[src/egb_params.svh]
`ifndef EGB_PARAMS_SVH
`define EGB_PARAMS_SVH

// register byte offsets
`define EGB_OFS_CTRL      8'h00
`define EGB_OFS_STATUS    8'h04
`define EGB_OFS_MASK      8'h08
`define EGB_OFS_CAUSE     8'h0C
`define EGB_OFS_IROM_END  8'h10
`define EGB_OFS_IRAM_BASE 8'h14
`define EGB_OFS_STACK     8'h18
`define EGB_OFS_BLKMAP    8'h1C
`define EGB_OFS_PROTECT   8'h20
`define EGB_OFS_SFRMAP    8'h24
`define EGB_OFS_RUNSTATE  8'h28

// control register fields
`define EGB_CTRL_MSEL_LSB 0
`define EGB_CTRL_SSEL     2
`define EGB_CTRL_PBRK     3
`define EGB_CTRL_RMASK    4
`define EGB_CTRL_INIT     5
`define EGB_CTRL_STK_EN   6
`define EGB_CTRL_PROT_EN  7

// status / mask fields
`define EGB_ST_GUARD      0
`define EGB_ST_TRST       1

// sfr map write fields
`define EGB_SFR_IDX_LSB   0
`define EGB_SFR_ATTR_LSB  8

// special register window starts here
`define EGB_SFR_BASE      16'hFF00

// reset values
`define EGB_RST_IROM_END  16'h0000
`define EGB_RST_IRAM_BASE 16'hFF00
`define EGB_RST_BLKMAP    16'h0000

`endif

[src/egb_pkg.sv]
package egb_pkg;

  // access kind presented by the emulation cpu
  typedef enum logic [1:0] {
    EGB_FETCH,
    EGB_READ,
    EGB_WRITE,
    EGB_STACK
  } egb_acc_t;

  // per 8k block attribute
  typedef enum logic [1:0] {
    EGB_BLK_NONE,
    EGB_BLK_EROM,
    EGB_BLK_ERAM,
    EGB_BLK_TARGET
  } egb_blk_t;

  // per special register location
  typedef enum logic [1:0] {
    EGB_SFR_NONE,
    EGB_SFR_RW,
    EGB_SFR_RO,
    EGB_SFR_WO
  } egb_sfr_t;

  // main clock source
  typedef enum logic [1:0] {
    EGB_MCLK_5M,
    EGB_MCLK_10M,
    EGB_MCLK_ALT,
    EGB_MCLK_USER
  } egb_mclk_t;

  // region class of the checked address, part of the cause code
  typedef enum logic [3:0] {
    EGB_CLS_IROM,
    EGB_CLS_IRAM,
    EGB_CLS_PROTECT,
    EGB_CLS_UNMAPPED,
    EGB_CLS_EROM,
    EGB_CLS_ERAM,
    EGB_CLS_TARGET,
    EGB_CLS_SFR_NONE,
    EGB_CLS_SFR_RW,
    EGB_CLS_SFR_RO,
    EGB_CLS_SFR_WO
  } egb_cls_t;

endpackage : egb_pkg

[src/egb_sfr_map.sv]
`timescale 1ns/1ps
module egb_sfr_map (
  input  wire logic             clk_i,
  input  wire logic             we_i,
  input  wire logic [7:0]       waddr_i,
  input  wire egb_pkg::egb_sfr_t wdata_i,
  input  wire logic             re_i,
  input  wire logic [7:0]       raddr_i,
  output egb_pkg::egb_sfr_t     rdata_o
);
  import egb_pkg::*;

  // no reset on the array: the host loads it during initialisation
  egb_sfr_t mem_q [256];

  always_ff @(posedge clk_i) begin
    if (we_i) begin
      mem_q[waddr_i] <= wdata_i;
    end
  end

  always_ff @(posedge clk_i) begin
    if (re_i) begin
      rdata_o <= mem_q[raddr_i];
    end
  end

endmodule : egb_sfr_map

[src/egb_guard.sv]
// The register addresses and register access over APB were left to the implementer.
`timescale 1ns/1ps
`include "egb_params.svh"
module egb_guard (
  input  wire logic              clk_i,
  input  wire logic              rst_i,
  // apb slave
  input  wire logic              psel_i,
  input  wire logic              penable_i,
  input  wire logic              pwrite_i,
  input  wire logic [7:0]        paddr_i,
  input  wire logic [31:0]       pwdata_i,
  output logic      [31:0]       prdata_o,
  output logic                   pready_o,
  output logic                   pslverr_o,
  output logic                   irq_o,
  // emulation cpu access bus
  input  wire logic              acc_valid_i,
  input  wire logic [15:0]       acc_addr_i,
  input  wire egb_pkg::egb_acc_t acc_type_i,
  input  wire logic              cpu_running_i,
  output logic                   break_req_o,
  output logic                   cpu_reset_o,
  output logic                   periph_halt_o,
  // clock sources and probe pins
  input  wire logic              clk_5m_src_i,
  input  wire logic              clk_10m_src_i,
  input  wire logic              clk_alt_src_i,
  input  wire logic              probe_main_clk_i,
  input  wire logic              clk_32k_src_i,
  input  wire logic              probe_sub_clk_i,
  input  wire logic              probe_reset_n_i,
  output logic                   main_osc_input_o,
  output logic                   sub_osc_input_o
);
  import egb_pkg::*;

  ////////////////////////////////////////////////////////////////////////////
  // configuration state
  egb_mclk_t   msel_q;
  logic        ssel_q;
  logic        pbrk_q;
  logic        rmask_q;
  logic        init_q;
  logic        stk_en_q;
  logic        prot_en_q;
  logic [15:0] irom_end_q;
  logic [15:0] iram_base_q;
  logic [15:0] stk_lo_q;
  logic [15:0] stk_hi_q;
  logic [15:0] prot_lo_q;
  logic [15:0] prot_hi_q;
  egb_blk_t    blk_q [8];
  logic [1:0]  sts_q;
  logic [1:0]  msk_q;
  logic [5:0]  cause_q;
  logic [31:0] prdata_q;

  logic        acc_phase;
  logic        wr_en;
  logic        map_hit;
  logic [1:0]  sts_set;

  ////////////////////////////////////////////////////////////////////////////
  // apb decode: zero wait, read data staged in the setup cycle

  always_comb begin
    unique case (paddr_i)
      `EGB_OFS_CTRL, `EGB_OFS_STATUS, `EGB_OFS_MASK, `EGB_OFS_CAUSE,
      `EGB_OFS_IROM_END, `EGB_OFS_IRAM_BASE, `EGB_OFS_STACK,
      `EGB_OFS_BLKMAP, `EGB_OFS_PROTECT, `EGB_OFS_SFRMAP,
      `EGB_OFS_RUNSTATE: map_hit = 1'b1;
      default:           map_hit = 1'b0;
    endcase
  end

  assign acc_phase = psel_i & penable_i;
  assign wr_en     = acc_phase & pwrite_i & map_hit;
  assign pready_o  = 1'b1;
  assign pslverr_o = acc_phase & ~map_hit;
  assign prdata_o  = prdata_q;

  always_ff @(posedge clk_i) begin
    if (rst_i) begin
      prdata_q <= 32'h0000_0000;
    end else if (psel_i & ~penable_i & ~pwrite_i) begin
      prdata_q <= 32'h0000_0000;
      unique case (paddr_i)
        `EGB_OFS_CTRL: begin
          prdata_q[`EGB_CTRL_MSEL_LSB +: 2] <= msel_q;
          prdata_q[`EGB_CTRL_SSEL]          <= ssel_q;
          prdata_q[`EGB_CTRL_PBRK]          <= pbrk_q;
          prdata_q[`EGB_CTRL_RMASK]         <= rmask_q;
          prdata_q[`EGB_CTRL_INIT]          <= init_q;
          prdata_q[`EGB_CTRL_STK_EN]        <= stk_en_q;
          prdata_q[`EGB_CTRL_PROT_EN]       <= prot_en_q;
        end
        `EGB_OFS_STATUS:    prdata_q[1:0]   <= sts_q;
        `EGB_OFS_MASK:      prdata_q[1:0]   <= msk_q;
        `EGB_OFS_CAUSE:     prdata_q[5:0]   <= cause_q;
        `EGB_OFS_IROM_END:  prdata_q[15:0]  <= irom_end_q;
        `EGB_OFS_IRAM_BASE: prdata_q[15:0]  <= iram_base_q;
        `EGB_OFS_STACK:     prdata_q        <= {stk_hi_q, stk_lo_q};
        `EGB_OFS_BLKMAP: begin
          for (int i = 0; i < 8; i++) begin
            prdata_q[2*i +: 2] <= blk_q[i];
          end
        end
        `EGB_OFS_PROTECT:   prdata_q        <= {prot_hi_q, prot_lo_q};
        `EGB_OFS_RUNSTATE:  prdata_q[0]     <= cpu_running_i;
        default:            prdata_q        <= 32'h0000_0000;
      endcase
    end
  end

  ////////////////////////////////////////////////////////////////////////////
  // control register

  always_ff @(posedge clk_i) begin
    if (rst_i) begin
      msel_q    <= EGB_MCLK_5M;
      ssel_q    <= 1'b0;
      pbrk_q    <= 1'b0;
      rmask_q   <= 1'b0;
      init_q    <= 1'b0;
      stk_en_q  <= 1'b0;
      prot_en_q <= 1'b0;
    end else if (wr_en && paddr_i == `EGB_OFS_CTRL) begin
      msel_q    <= egb_mclk_t'(pwdata_i[`EGB_CTRL_MSEL_LSB +: 2]);
      ssel_q    <= pwdata_i[`EGB_CTRL_SSEL];
      rmask_q   <= pwdata_i[`EGB_CTRL_RMASK];
      stk_en_q  <= pwdata_i[`EGB_CTRL_STK_EN];
      prot_en_q <= pwdata_i[`EGB_CTRL_PROT_EN];
      // only reset clears init, so the option stays put until reinit
      if (!init_q) begin
        pbrk_q <= pwdata_i[`EGB_CTRL_PBRK];
        init_q <= pwdata_i[`EGB_CTRL_INIT];
      end
    end
  end

  ////////////////////////////////////////////////////////////////////////////
  // memory map registers

  always_ff @(posedge clk_i) begin
    if (rst_i) begin
      irom_end_q  <= `EGB_RST_IROM_END;
      iram_base_q <= `EGB_RST_IRAM_BASE;
      stk_lo_q    <= 16'h0000;
      stk_hi_q    <= 16'h0000;
      prot_lo_q   <= 16'h0000;
      prot_hi_q   <= 16'h0000;
    end else if (wr_en) begin
      unique case (paddr_i)
        `EGB_OFS_IROM_END:  irom_end_q  <= pwdata_i[15:0];
        `EGB_OFS_IRAM_BASE: iram_base_q <= pwdata_i[15:0];
        `EGB_OFS_STACK: begin
          // a single bound pair, so one stack area only
          stk_lo_q <= pwdata_i[15:0];
          stk_hi_q <= pwdata_i[31:16];
        end
        `EGB_OFS_PROTECT: begin
          prot_lo_q <= pwdata_i[15:0];
          prot_hi_q <= pwdata_i[31:16];
        end
        default: begin
        end
      endcase
    end
  end

  // whole blocks only: widening to 8k bounds is implicit in the index
  always_ff @(posedge clk_i) begin
    if (rst_i) begin
      for (int i = 0; i < 8; i++) begin
        blk_q[i] <= egb_blk_t'(2'(`EGB_RST_BLKMAP >> (2*i)));
      end
    end else if (wr_en && paddr_i == `EGB_OFS_BLKMAP) begin
      for (int i = 0; i < 8; i++) begin
        blk_q[i] <= egb_blk_t'(pwdata_i[2*i +: 2]);
      end
    end
  end

  ////////////////////////////////////////////////////////////////////////////
  // access check, stage 1: capture and look up special register map

  logic        s_vld_q;
  logic [15:0] s_addr_q;
  egb_acc_t    s_type_q;
  egb_sfr_t    sfr_attr;

  egb_sfr_map u_sfr_map (
    .clk_i   (clk_i),
    .we_i    (wr_en && paddr_i == `EGB_OFS_SFRMAP),
    .waddr_i (pwdata_i[`EGB_SFR_IDX_LSB +: 8]),
    .wdata_i (egb_sfr_t'(pwdata_i[`EGB_SFR_ATTR_LSB +: 2])),
    .re_i    (acc_valid_i),
    .raddr_i (acc_addr_i[7:0]),
    .rdata_o (sfr_attr)
  );

  always_ff @(posedge clk_i) begin
    if (rst_i) begin
      s_vld_q  <= 1'b0;
      s_addr_q <= 16'h0000;
      s_type_q <= EGB_FETCH;
    end else begin
      s_vld_q <= acc_valid_i;
      if (acc_valid_i) begin
        s_addr_q <= acc_addr_i;
        s_type_q <= acc_type_i;
      end
    end
  end

  ////////////////////////////////////////////////////////////////////////////
  // access check, stage 2: classify and qualify

  egb_cls_t cls;
  logic     viol;
  logic     is_stk;
  logic     is_wr;
  logic     stk_ok;

  // stack kind is tagged by the cpu for call, return, push and pop
  assign is_stk = (s_type_q == EGB_STACK);
  assign is_wr  = (s_type_q == EGB_WRITE);
  assign stk_ok = stk_en_q ? (s_addr_q >= stk_lo_q && s_addr_q <= stk_hi_q)
                           : 1'b1;

  always_comb begin
    cls  = EGB_CLS_UNMAPPED;
    viol = 1'b0;
    if (s_addr_q >= `EGB_SFR_BASE) begin
      unique case (sfr_attr)
        EGB_SFR_NONE: begin
          cls  = EGB_CLS_SFR_NONE;
          viol = 1'b1;
        end
        EGB_SFR_RW: begin
          cls  = EGB_CLS_SFR_RW;
          viol = is_stk;
        end
        EGB_SFR_RO: begin
          cls  = EGB_CLS_SFR_RO;
          viol = is_wr | is_stk;
        end
        EGB_SFR_WO: begin
          cls  = EGB_CLS_SFR_WO;
          viol = (s_type_q != EGB_WRITE);
        end
      endcase
    end else if (prot_en_q && s_addr_q >= prot_lo_q && s_addr_q <= prot_hi_q) begin
      // protect sits above the block attribute it trims
      cls  = EGB_CLS_PROTECT;
      viol = 1'b1;
    end else if (s_addr_q < irom_end_q) begin
      cls  = EGB_CLS_IROM;
      viol = is_wr | is_stk;
    end else if (s_addr_q >= iram_base_q) begin
      cls  = EGB_CLS_IRAM;
      viol = is_stk & ~stk_ok;
    end else begin
      unique case (blk_q[s_addr_q[15:13]])
        EGB_BLK_NONE: begin
          cls  = EGB_CLS_UNMAPPED;
          viol = 1'b1;
        end
        EGB_BLK_EROM: begin
          cls  = EGB_CLS_EROM;
          viol = is_wr | is_stk;
        end
        EGB_BLK_ERAM: begin
          cls  = EGB_CLS_ERAM;
          viol = is_stk & ~stk_ok;
        end
        EGB_BLK_TARGET: begin
          cls  = EGB_CLS_TARGET;
          viol = is_stk & ~stk_ok;
        end
      endcase
    end
  end

  // combinational so the cpu stops on the qualifying cycle itself
  assign break_req_o = s_vld_q & viol;

  always_ff @(posedge clk_i) begin
    if (rst_i) begin
      cause_q <= 6'h00;
    end else if (break_req_o) begin
      cause_q <= {cls, s_type_q};
    end
  end

  ////////////////////////////////////////////////////////////////////////////
  // target reset and peripheral halt

  logic trst_hit;

  // stopped cpu ignores it; a level still low at resume hits once running
  assign trst_hit = ~rmask_q & cpu_running_i & ~probe_reset_n_i;

  always_ff @(posedge clk_i) begin
    if (rst_i) begin
      cpu_reset_o   <= 1'b0;
      periph_halt_o <= 1'b0;
    end else begin
      cpu_reset_o   <= trst_hit;
      periph_halt_o <= pbrk_q & ~cpu_running_i;
    end
  end

  ////////////////////////////////////////////////////////////////////////////
  // oscillator routing, retimed on clk_i (sources well below 20 MHz)

  always_ff @(posedge clk_i) begin
    if (rst_i) begin
      main_osc_input_o <= 1'b0;
      sub_osc_input_o  <= 1'b0;
    end else begin
      unique case (msel_q)
        EGB_MCLK_5M:   main_osc_input_o <= clk_5m_src_i;
        EGB_MCLK_10M:  main_osc_input_o <= clk_10m_src_i;
        EGB_MCLK_ALT:  main_osc_input_o <= clk_alt_src_i;
        EGB_MCLK_USER: main_osc_input_o <= probe_main_clk_i;
      endcase
      sub_osc_input_o <= ssel_q ? probe_sub_clk_i : clk_32k_src_i;
    end
  end

  ////////////////////////////////////////////////////////////////////////////
  // interrupt status: set wins over write-one-to-clear

  assign sts_set[`EGB_ST_GUARD] = break_req_o;
  assign sts_set[`EGB_ST_TRST]  = trst_hit;

  always_ff @(posedge clk_i) begin
    if (rst_i) begin
      sts_q <= 2'h0;
    end else if (wr_en && paddr_i == `EGB_OFS_STATUS) begin
      sts_q <= (sts_q & ~pwdata_i[1:0]) | sts_set;
    end else begin
      sts_q <= sts_q | sts_set;
    end
  end

  always_ff @(posedge clk_i) begin
    if (rst_i) begin
      msk_q <= 2'h0;
    end else if (wr_en && paddr_i == `EGB_OFS_MASK) begin
      msk_q <= pwdata_i[1:0];
    end
  end

  assign irq_o = |(sts_q & msk_q);

endmodule : egb_guard

[config.mk]
export PLATFORM = sky130hd
export DESIGN_NAME = egb_guard
export DESIGN_NICKNAME = d
export VERILOG_FILES = /design/src/egb_pkg.sv /design/src/egb_sfr_map.sv /design/src/egb_guard.sv
export VERILOG_INCLUDE_DIRS = /design/src
export SDC_FILE = /design/constraint.sdc
export NUM_CORES = 1
export LEC_CHECK = 0
export BUFFER_PORTS_ARGS = -buffer_cell sky130_fd_sc_hd__buf_2
export CAP_MARGIN = 20
export CORE_MARGIN = 2
export CORE_UTILIZATION = 25
export CTS_BUF_LIST = sky130_fd_sc_hd__clkbuf_4 sky130_fd_sc_hd__clkbuf_8
export DETAILED_ROUTE_END_ITERATION = 8
export PLACE_DENSITY_LB_ADDON = 0.05
export SKIP_LAST_GASP = 1
export SYNTH_ARGS = -nofsm -noshare
export SYNTH_HDL_FRONTEND = slang
export SYNTH_SLANG_ARGS = --single-unit
[constraint.sdc]
create_clock -name clk_i -period 4.5 [get_ports clk_i]
set_input_delay 0.675 -clock clk_i [delete_from_list [all_inputs] [get_ports clk_i]]
set_output_delay 0.675 -clock clk_i [all_outputs]
set_load 0.01 [all_outputs]
Word level (Yosys, flattened, before mapping)
Memories as Yosys holds them, arrays and structs flattened. A register that Yosys moved wholly into a read port is not among the register bits.
Cells that the tools add are included.
{"block": "classes", "n_lt_le_gt_ge": 7, "n_eq_ne": 22, "muxes": 41, "bitwise_logic": 33, "reduce_logical": 20}
{"cell": "16-bit >= comparator", "n": 3}
{"cell": "8-bit case mux with 5 select lines", "n": 1}
{"cell": "8-bit by 5-bit == test with 1-bit output (second input constant)", "n": 4}
{"cell": "16-bit <= comparator", "n": 2}
{"cell": "16-bit case mux with 2 select lines", "n": 1}
{"cell": "4-bit case mux with 4 select lines", "n": 2}
{"cell": "4-bit case mux with 7 select lines", "n": 1}
{"cell": "8-bit by 6-bit == test with 1-bit output (second input constant)", "n": 3}
{"cell": "2-bit two-way mux", "n": 9}
{"cell": "2-bit == test (second input constant)", "n": 8}
{"cell": "8-bit by 4-bit == test with 1-bit output (second input constant)", "n": 2}
{"cell": "16-bit >= comparator (second input constant)", "n": 1}
{"cell": "16-bit < comparator", "n": 1}
{"cell": "4-bit two-way mux", "n": 4}
{"cell": "1-bit two-way mux", "n": 15}
{"cell": "2-bit case mux with 6 select lines", "n": 1}
{"cell": "1-bit bitwise AND", "n": 11}
{"cell": "11-bit OR reduction", "n": 1}
{"cell": "1-bit case mux with 10 select lines", "n": 1}
{"cell": "2-bit AND reduction", "n": 5}
{"cell": "1-bit OR", "n": 9}
{"cell": "1-bit case mux with 9 select lines", "n": 1}
{"cell": "8-bit by 3-bit == test with 1-bit output (second input constant)", "n": 1}
{"cell": "1-bit logical AND", "n": 8}
{"cell": "12 further kinds", "n": 28}
{"block": "totals", "regBits": 169, "ram_bits": 528, "in_bits": 72, "wordCells": 149, "n_memories": 2}
{"memory": "u_sfr_map.mem_q", "words": 256, "word_bits": 2, "rd": 1, "rd_ports_with_merged_regs": 1, "write_ports": 1, "line_no": "egb_sfr_map.sv:14", "text": "egb_sfr_t mem_q [256];"}
{"memory": "blk_q", "words": 8, "word_bits": 2, "rd": 9, "rd_ports_with_merged_regs": 1, "write_ports": 8, "line_no": "egb_guard.sv:53", "text": "egb_blk_t blk_q [8];"}

Logic depth before layout (Yosys ltp)
{"block": "depth", "word_depth": 13, "ltp_mapped": 11, "ltp_nobuf": 11}

Modules after synthesis
From an unflattened synthesis, not the netlist that was laid out.
{"block": "hier_totals", "hier_cells": 2438, "hier_area_um2": 31495.2}
{"module": "egb_sfr_map", "instances": 1, "cells_per_inst": 1242, "area_per_inst_um2": 21401.8, "seq_area_each_um2": 15434.8}
{"module": "egb_guard", "instances": 1, "cells_per_inst": 1196, "area_per_inst_um2": 10093.4, "seq_area_each_um2": 3923.8}

Least setup slack after synthesis
Ideal clock, no wire load.
{"block": "synth_timing", "path_kind": "reg2out", "from": "register (tool-made name)", "to": "output break_req_o", "arrival_time_ps": 2503, "required_ps": 3825, "path_slack_ps": 1322, "stages_incl_launch_ff": 9, "path_buffers": 0, "path_cell_list": "dfxtp_1 mux4_2 mux2i_1 inv_1 ha_1 or3_1 o22a_1 o31ai_4 inv_4"}
{"item": "end, declared", "line_no": "egb_guard.sv:22", "text": "output logic break_req_o,"}

Final worst setup path
{"block": "layout_timing", "from": "register s_addr_q[11]", "to": "output break_req_o"}
{"block": "layout_between", "elab_chain_len": 11}
{"item": "start, declared", "line_no": "egb_guard.sv:189", "text": "logic [15:0] s_addr_q;"}
{"item": "start signal, assigned", "line_no": "egb_guard.sv:211", "text": "s_addr_q <= acc_addr_i;"}
{"item": "16-bit >= comparator / 16-bit <= comparator (equally long branches)", "line_no": "egb_guard.sv:229", "text": "assign stk_ok = stk_en_q ? (s_addr_q >= stk_lo_q && s_addr_q <= stk_hi_q)"}
{"item": "1-bit logical AND", "line_no": "egb_guard.sv:229"}
{"item": "1-bit two-way mux", "line_no": "egb_guard.sv:229"}
{"item": "1-bit inverter", "line_no": "egb_guard.sv:263, egb_guard.sv:276, egb_guard.sv:280"}
{"item": "1-bit bitwise AND", "line_no": "egb_guard.sv:263, egb_guard.sv:276, egb_guard.sv:280"}
{"item": "1-bit case mux with 3 select lines", "line_no": "egb_guard.sv:265", "text": "unique case (blk_q[s_addr_q[15:13]])"}
{"item": "1-bit two-way mux", "line_no": "egb_guard.sv:261", "text": "end else if (s_addr_q >= iram_base_q) begin"}
{"item": "1-bit two-way mux", "line_no": "egb_guard.sv:258", "text": "end else if (s_addr_q < irom_end_q) begin"}
{"item": "1-bit two-way mux", "line_no": "egb_guard.sv:254", "text": "end else if (prot_en_q && s_addr_q >= prot_lo_q && s_addr_q <= prot_hi_q) begin"}
{"item": "1-bit two-way mux *", "line_no": "egb_guard.sv:235", "text": "if (s_addr_q >= `EGB_SFR_BASE) begin"}
{"item": "1-bit bitwise AND *", "line_no": "egb_guard.sv:287", "text": "assign break_req_o = s_vld_q & viol;"}
Mark *: on every way between the ends. The rest lies on a longest branch, timed or not.

==> impl_metrics.json <==
{
  "h-tree-depth": 4,
  "finalHoldViolCount": 0,
  "power.switching_mw": 3.48,
  "overflow": 0,
  "post-route-util_pct": 29.7,
  "leakagePower_nw": 11.8,
  "cap_viol_max_count": 0,
  "setup_viol_count_final": 0,
  "grt_pass1_vias": 20876,
  "status": "completed",
  "dp.cells": 3950,
  "peakVddDrop_v": 0.000256,
  "place_hpwl_mm": 68.4,
  "wl_mm": 104,
  "grt_pass1_wl_mm": 150,
  "num_io_pins": 112,
  "crit_required_ns": 3.83,
  "ctsRootBufferMaster": "clkbuf_8",
  "worst_pin_slew_ns": 1.03,
  "cts_max_path_buffers": 3,
  "detail-route-antenna-nets": 0,
  "maxSlewHeadroom_pct": 31.4,
  "dieArea_um2": 126000,
  "grtUsageTotal_pct": 16.5,
  "swShare_pct": 24.2,
  "die-height_um": 355,
  "whs_ns": 0.104,
  "clock_skew_ns": 0.0339,
  "regToRegSetupSlack_ns": 1.40,
  "final.setup.tns_ns": 0,
  "crit_end": "break_req_o",
  "power.internal_mw": 10.9,
  "rsz0062_at_grt": "no",
  "syn_inst": 2295,
  "nets": 2643,
  "synth_edf_count": 530,
  "die_x_um": 355,
  "seq_area_frac_synth_pct": 63.0,
  "min_period_ns": 4.22,
  "crit_fanout": 6,
  "synth_area_um2": 30700,
  "drc": 0,
  "clock-sinks": 702,
  "yosys_warnings": 0,
  "finalNonFillerCells": 4196,
  "row_count": 128,
  "critPathKind": "reg -> out",
  "critPathLaunch": "s_addr_q[11]$_SDFFE_PP0P_",
  "drt-vias-per-instance": 4.72,
  "p_seq_share_pct": 49.2,
  "min_path_type": "in -> reg",
  "clk_pin_slew_ns": 0.06,
  "fin_crit_sh_pct": 93.8,
  "port_buffers": 110,
  "startpoint_type": "register",
  "power.total_mw": 14.3,
  "avgSynthCellArea_um2": 13.4,
  "drive_gt1_share_pct": 23.0,
  "p_clk_share_pct": 44.4,
  "ys_ff_latch": 702,
  "dr.first_iter.drc_count": 1341,
  "core_area_um2": 122000,
  "route.vias.total": 19800,
  "areaGrowthSynthToFinish_pct": 17.7,
  "worst_setup_path_end_kind": "output pin",
  "wl_per_cell_um": 24.8,
  "power.density_nw_per_um2": 397,
  "synthFlopType": "edfxtp_1",
  "timing.rr.start": "s_addr_q[11]$_SDFFE_PP0P_",
  "async_flop_share_pct": 0,
  "report.final.slew_viol_count": 0,
  "cts_buffers": 137,
  "dr.pass1.iters": 5,
  "initial_utilization_pct": 25.2,
  "cts_tree": "done",
  "fmax_mhz": 237,
  "antenna_found_initial": 10,
  "crit_arrival_ns": 3.55,
  "grt_max_degree": 126,
  "combPwrFrac_pct": 6.5,
  "yosys.cell_types.count": 62,
  "synth_fp_nets": 2470,
  "clock_latency_ns": 0.82,
  "r2r_end": "cause_q[2]$_SDFFE_PP0P_",
  "reg2regPathDepth": 10,
  "place_congestion": 0.825
}
worst min path at each step:
stage,from,to,slack (ns),depth (start not counted)
after global routing,probe_sub_clk_i,sub_osc_input_o$_SDFF_PP0_,0.04,3
after global placement,cause_q[1]$_SDFFE_PP0P_,cause_q[1]$_SDFFE_PP0P_,0.45,2
final,acc_addr_i[12],s_addr_q[12]$_SDFFE_PP0P_,0.10,3
after CTS,probe_sub_clk_i,sub_osc_input_o$_SDFF_PP0_,0.002,3
after floorplan,rmask_q$_SDFFE_PP0P_,cpu_reset_o$_SDFF_PP0_,0.43,1
after detailed placement,cause_q[1]$_SDFFE_PP0P_,cause_q[1]$_SDFFE_PP0P_,0.45,2
placed cells by master, fill, tap and decap left out, types with 12 or more instances in the layout:
cell type	Yosys	layout
a21o_1	12	12
a21oi_1	148	148
a221oi_1	31	31
a222oi_1	13	13
a22oi_1	30	30
and2_1	20	21
buf_2	18	105
buf_4	1	62
clkbuf_4	0	42
clkbuf_8	0	146
clkinv_1	0	23
clkinv_2	0	18
dfxtp_1	172	167
edfxtp_1	530	530
ha_1	103	103
inv_1	102	101
mux2i_1	29	29
mux4_2	165	165
nand2_1	255	254
nand3_1	37	32
nand4_1	17	17
nor2_1	331	330
nor2b_1	16	16
nor3_1	23	22
o21ai_0	25	25
per-stage QoR:
step | cell area [um2] | setup WS (ns)
after floorplan | 30700 | 1.32
after global placement | 33400 | 0.525
after detailed placement | 33400 | 0.405
after CTS | 36100 | 0.0923
after global routing | 36200 | 0.0460
final | 36200 | 0.278
flip-flops by register name, indices dropped and copies added (netlist names), 2 cells and up, named ones only:
name,flops
blk_q,16
stk_hi_q,16
sts_q,2
s_addr_q,16
u_sfr_map.mem_q,512
iram_base_q,16
prot_lo_q,16
prdata_o,32
stk_lo_q,16
cause_q,6
irom_end_q,16
msel_q,2
prot_hi_q,16
msk_q,2
u_sfr_map.rdata_o,2
s_type_q,2
power by group through the flow:
stage          clock (mW)  combinational [mW]  sequential [mW]
2_1_floorplan           0               0.509             7.16
3_3_place_gp            0               0.947             7.18
3_5_place_dp            0               0.944             7.19
4_1_cts              6.63               0.952             7.05
5_1_grt              6.89                1.02             7.05
6_report             6.36               0.928             7.05
critical path: stages, from the launching register on:
cell,delay [ns]
dfxtp_1,0.60
ha_1,0.36
a21oi_1,0.22
nand2_1,0.13
nor3_4,0.20
a21oi_2,0.10
or3_1,0.34
o22a_1,0.26
o31ai_4,0.26
inv_4,0.09
buf_2,0.15
layer usage:
layer	GRT usage [%]	share of wire, %
met1	21.3	44
met2	27.4	48
met3	3.42	4.7
met4	5.81	2.9
met5	0	0.022
cells in the mapped netlist (all sizes together) (6+ instances only):
cell | n | share of area (%)
a21o | 12 | 0.29
a21oi | 149 | 2.4
a221oi | 31 | 0.88
a222oi | 13 | 0.42
a22o | 6 | 0.17
a22oi | 30 | 0.73
a31oi | 6 | 0.12
and2 | 21 | 0.43
buf | 32 | 0.48
clkbuf | 117 | 1.4
dfxtp | 172 | 11
edfxtp | 530 | 52
ha | 103 | 4.2
inv | 103 | 1.3
mux2i | 29 | 0.94
mux4 | 165 | 12
nand2 | 255 | 3.1
nand3 | 37 | 0.60
nand4 | 17 | 0.35
nor2 | 331 | 4.0
nor2b | 16 | 0.33
nor3 | 24 | 0.43
o211ai | 11 | 0.29
o21ai | 27 | 0.44
kinds of logic (layout without fill, tap and decap cells):
group           count (synthesis)  after routing  synth area share (%)
flops                         702            702                  63.0
simple gates                  730            730                  9.97
other cells                     1              3                0.0122
compound gates                312            312                  6.57
mux                           195            195                  13.1
buf+inv                       252            526                  3.17
fa+ha+maj                     103            103                  4.19
cell type report:
class | count | area (um2)
Timing Repair Buffer | 183 | 1250
Antenna cell | 2 | 5.00
Clock inverter | 52 | 333
Fill cell | 12318 | 85700
Multi-Input combinational cell | 1341 | 10500
Tap cell | 1625 | 2030
Sequential cell | 702 | 19400
Clock buffer | 188 | 2320
Inverter | 103 | 389
what timing repair did:
item / 4_1_cts / 5_1_grt
endpoints found under the setup margin: 1 / 1
hold buffers: 3 / 0
gates resized for setup: 7 / 4
buffers inserted: 1 / 0
pin swaps: 2 / 1
endpoints found under the hold margin: 3 / 0
Power figures use the tool's default switching activity.
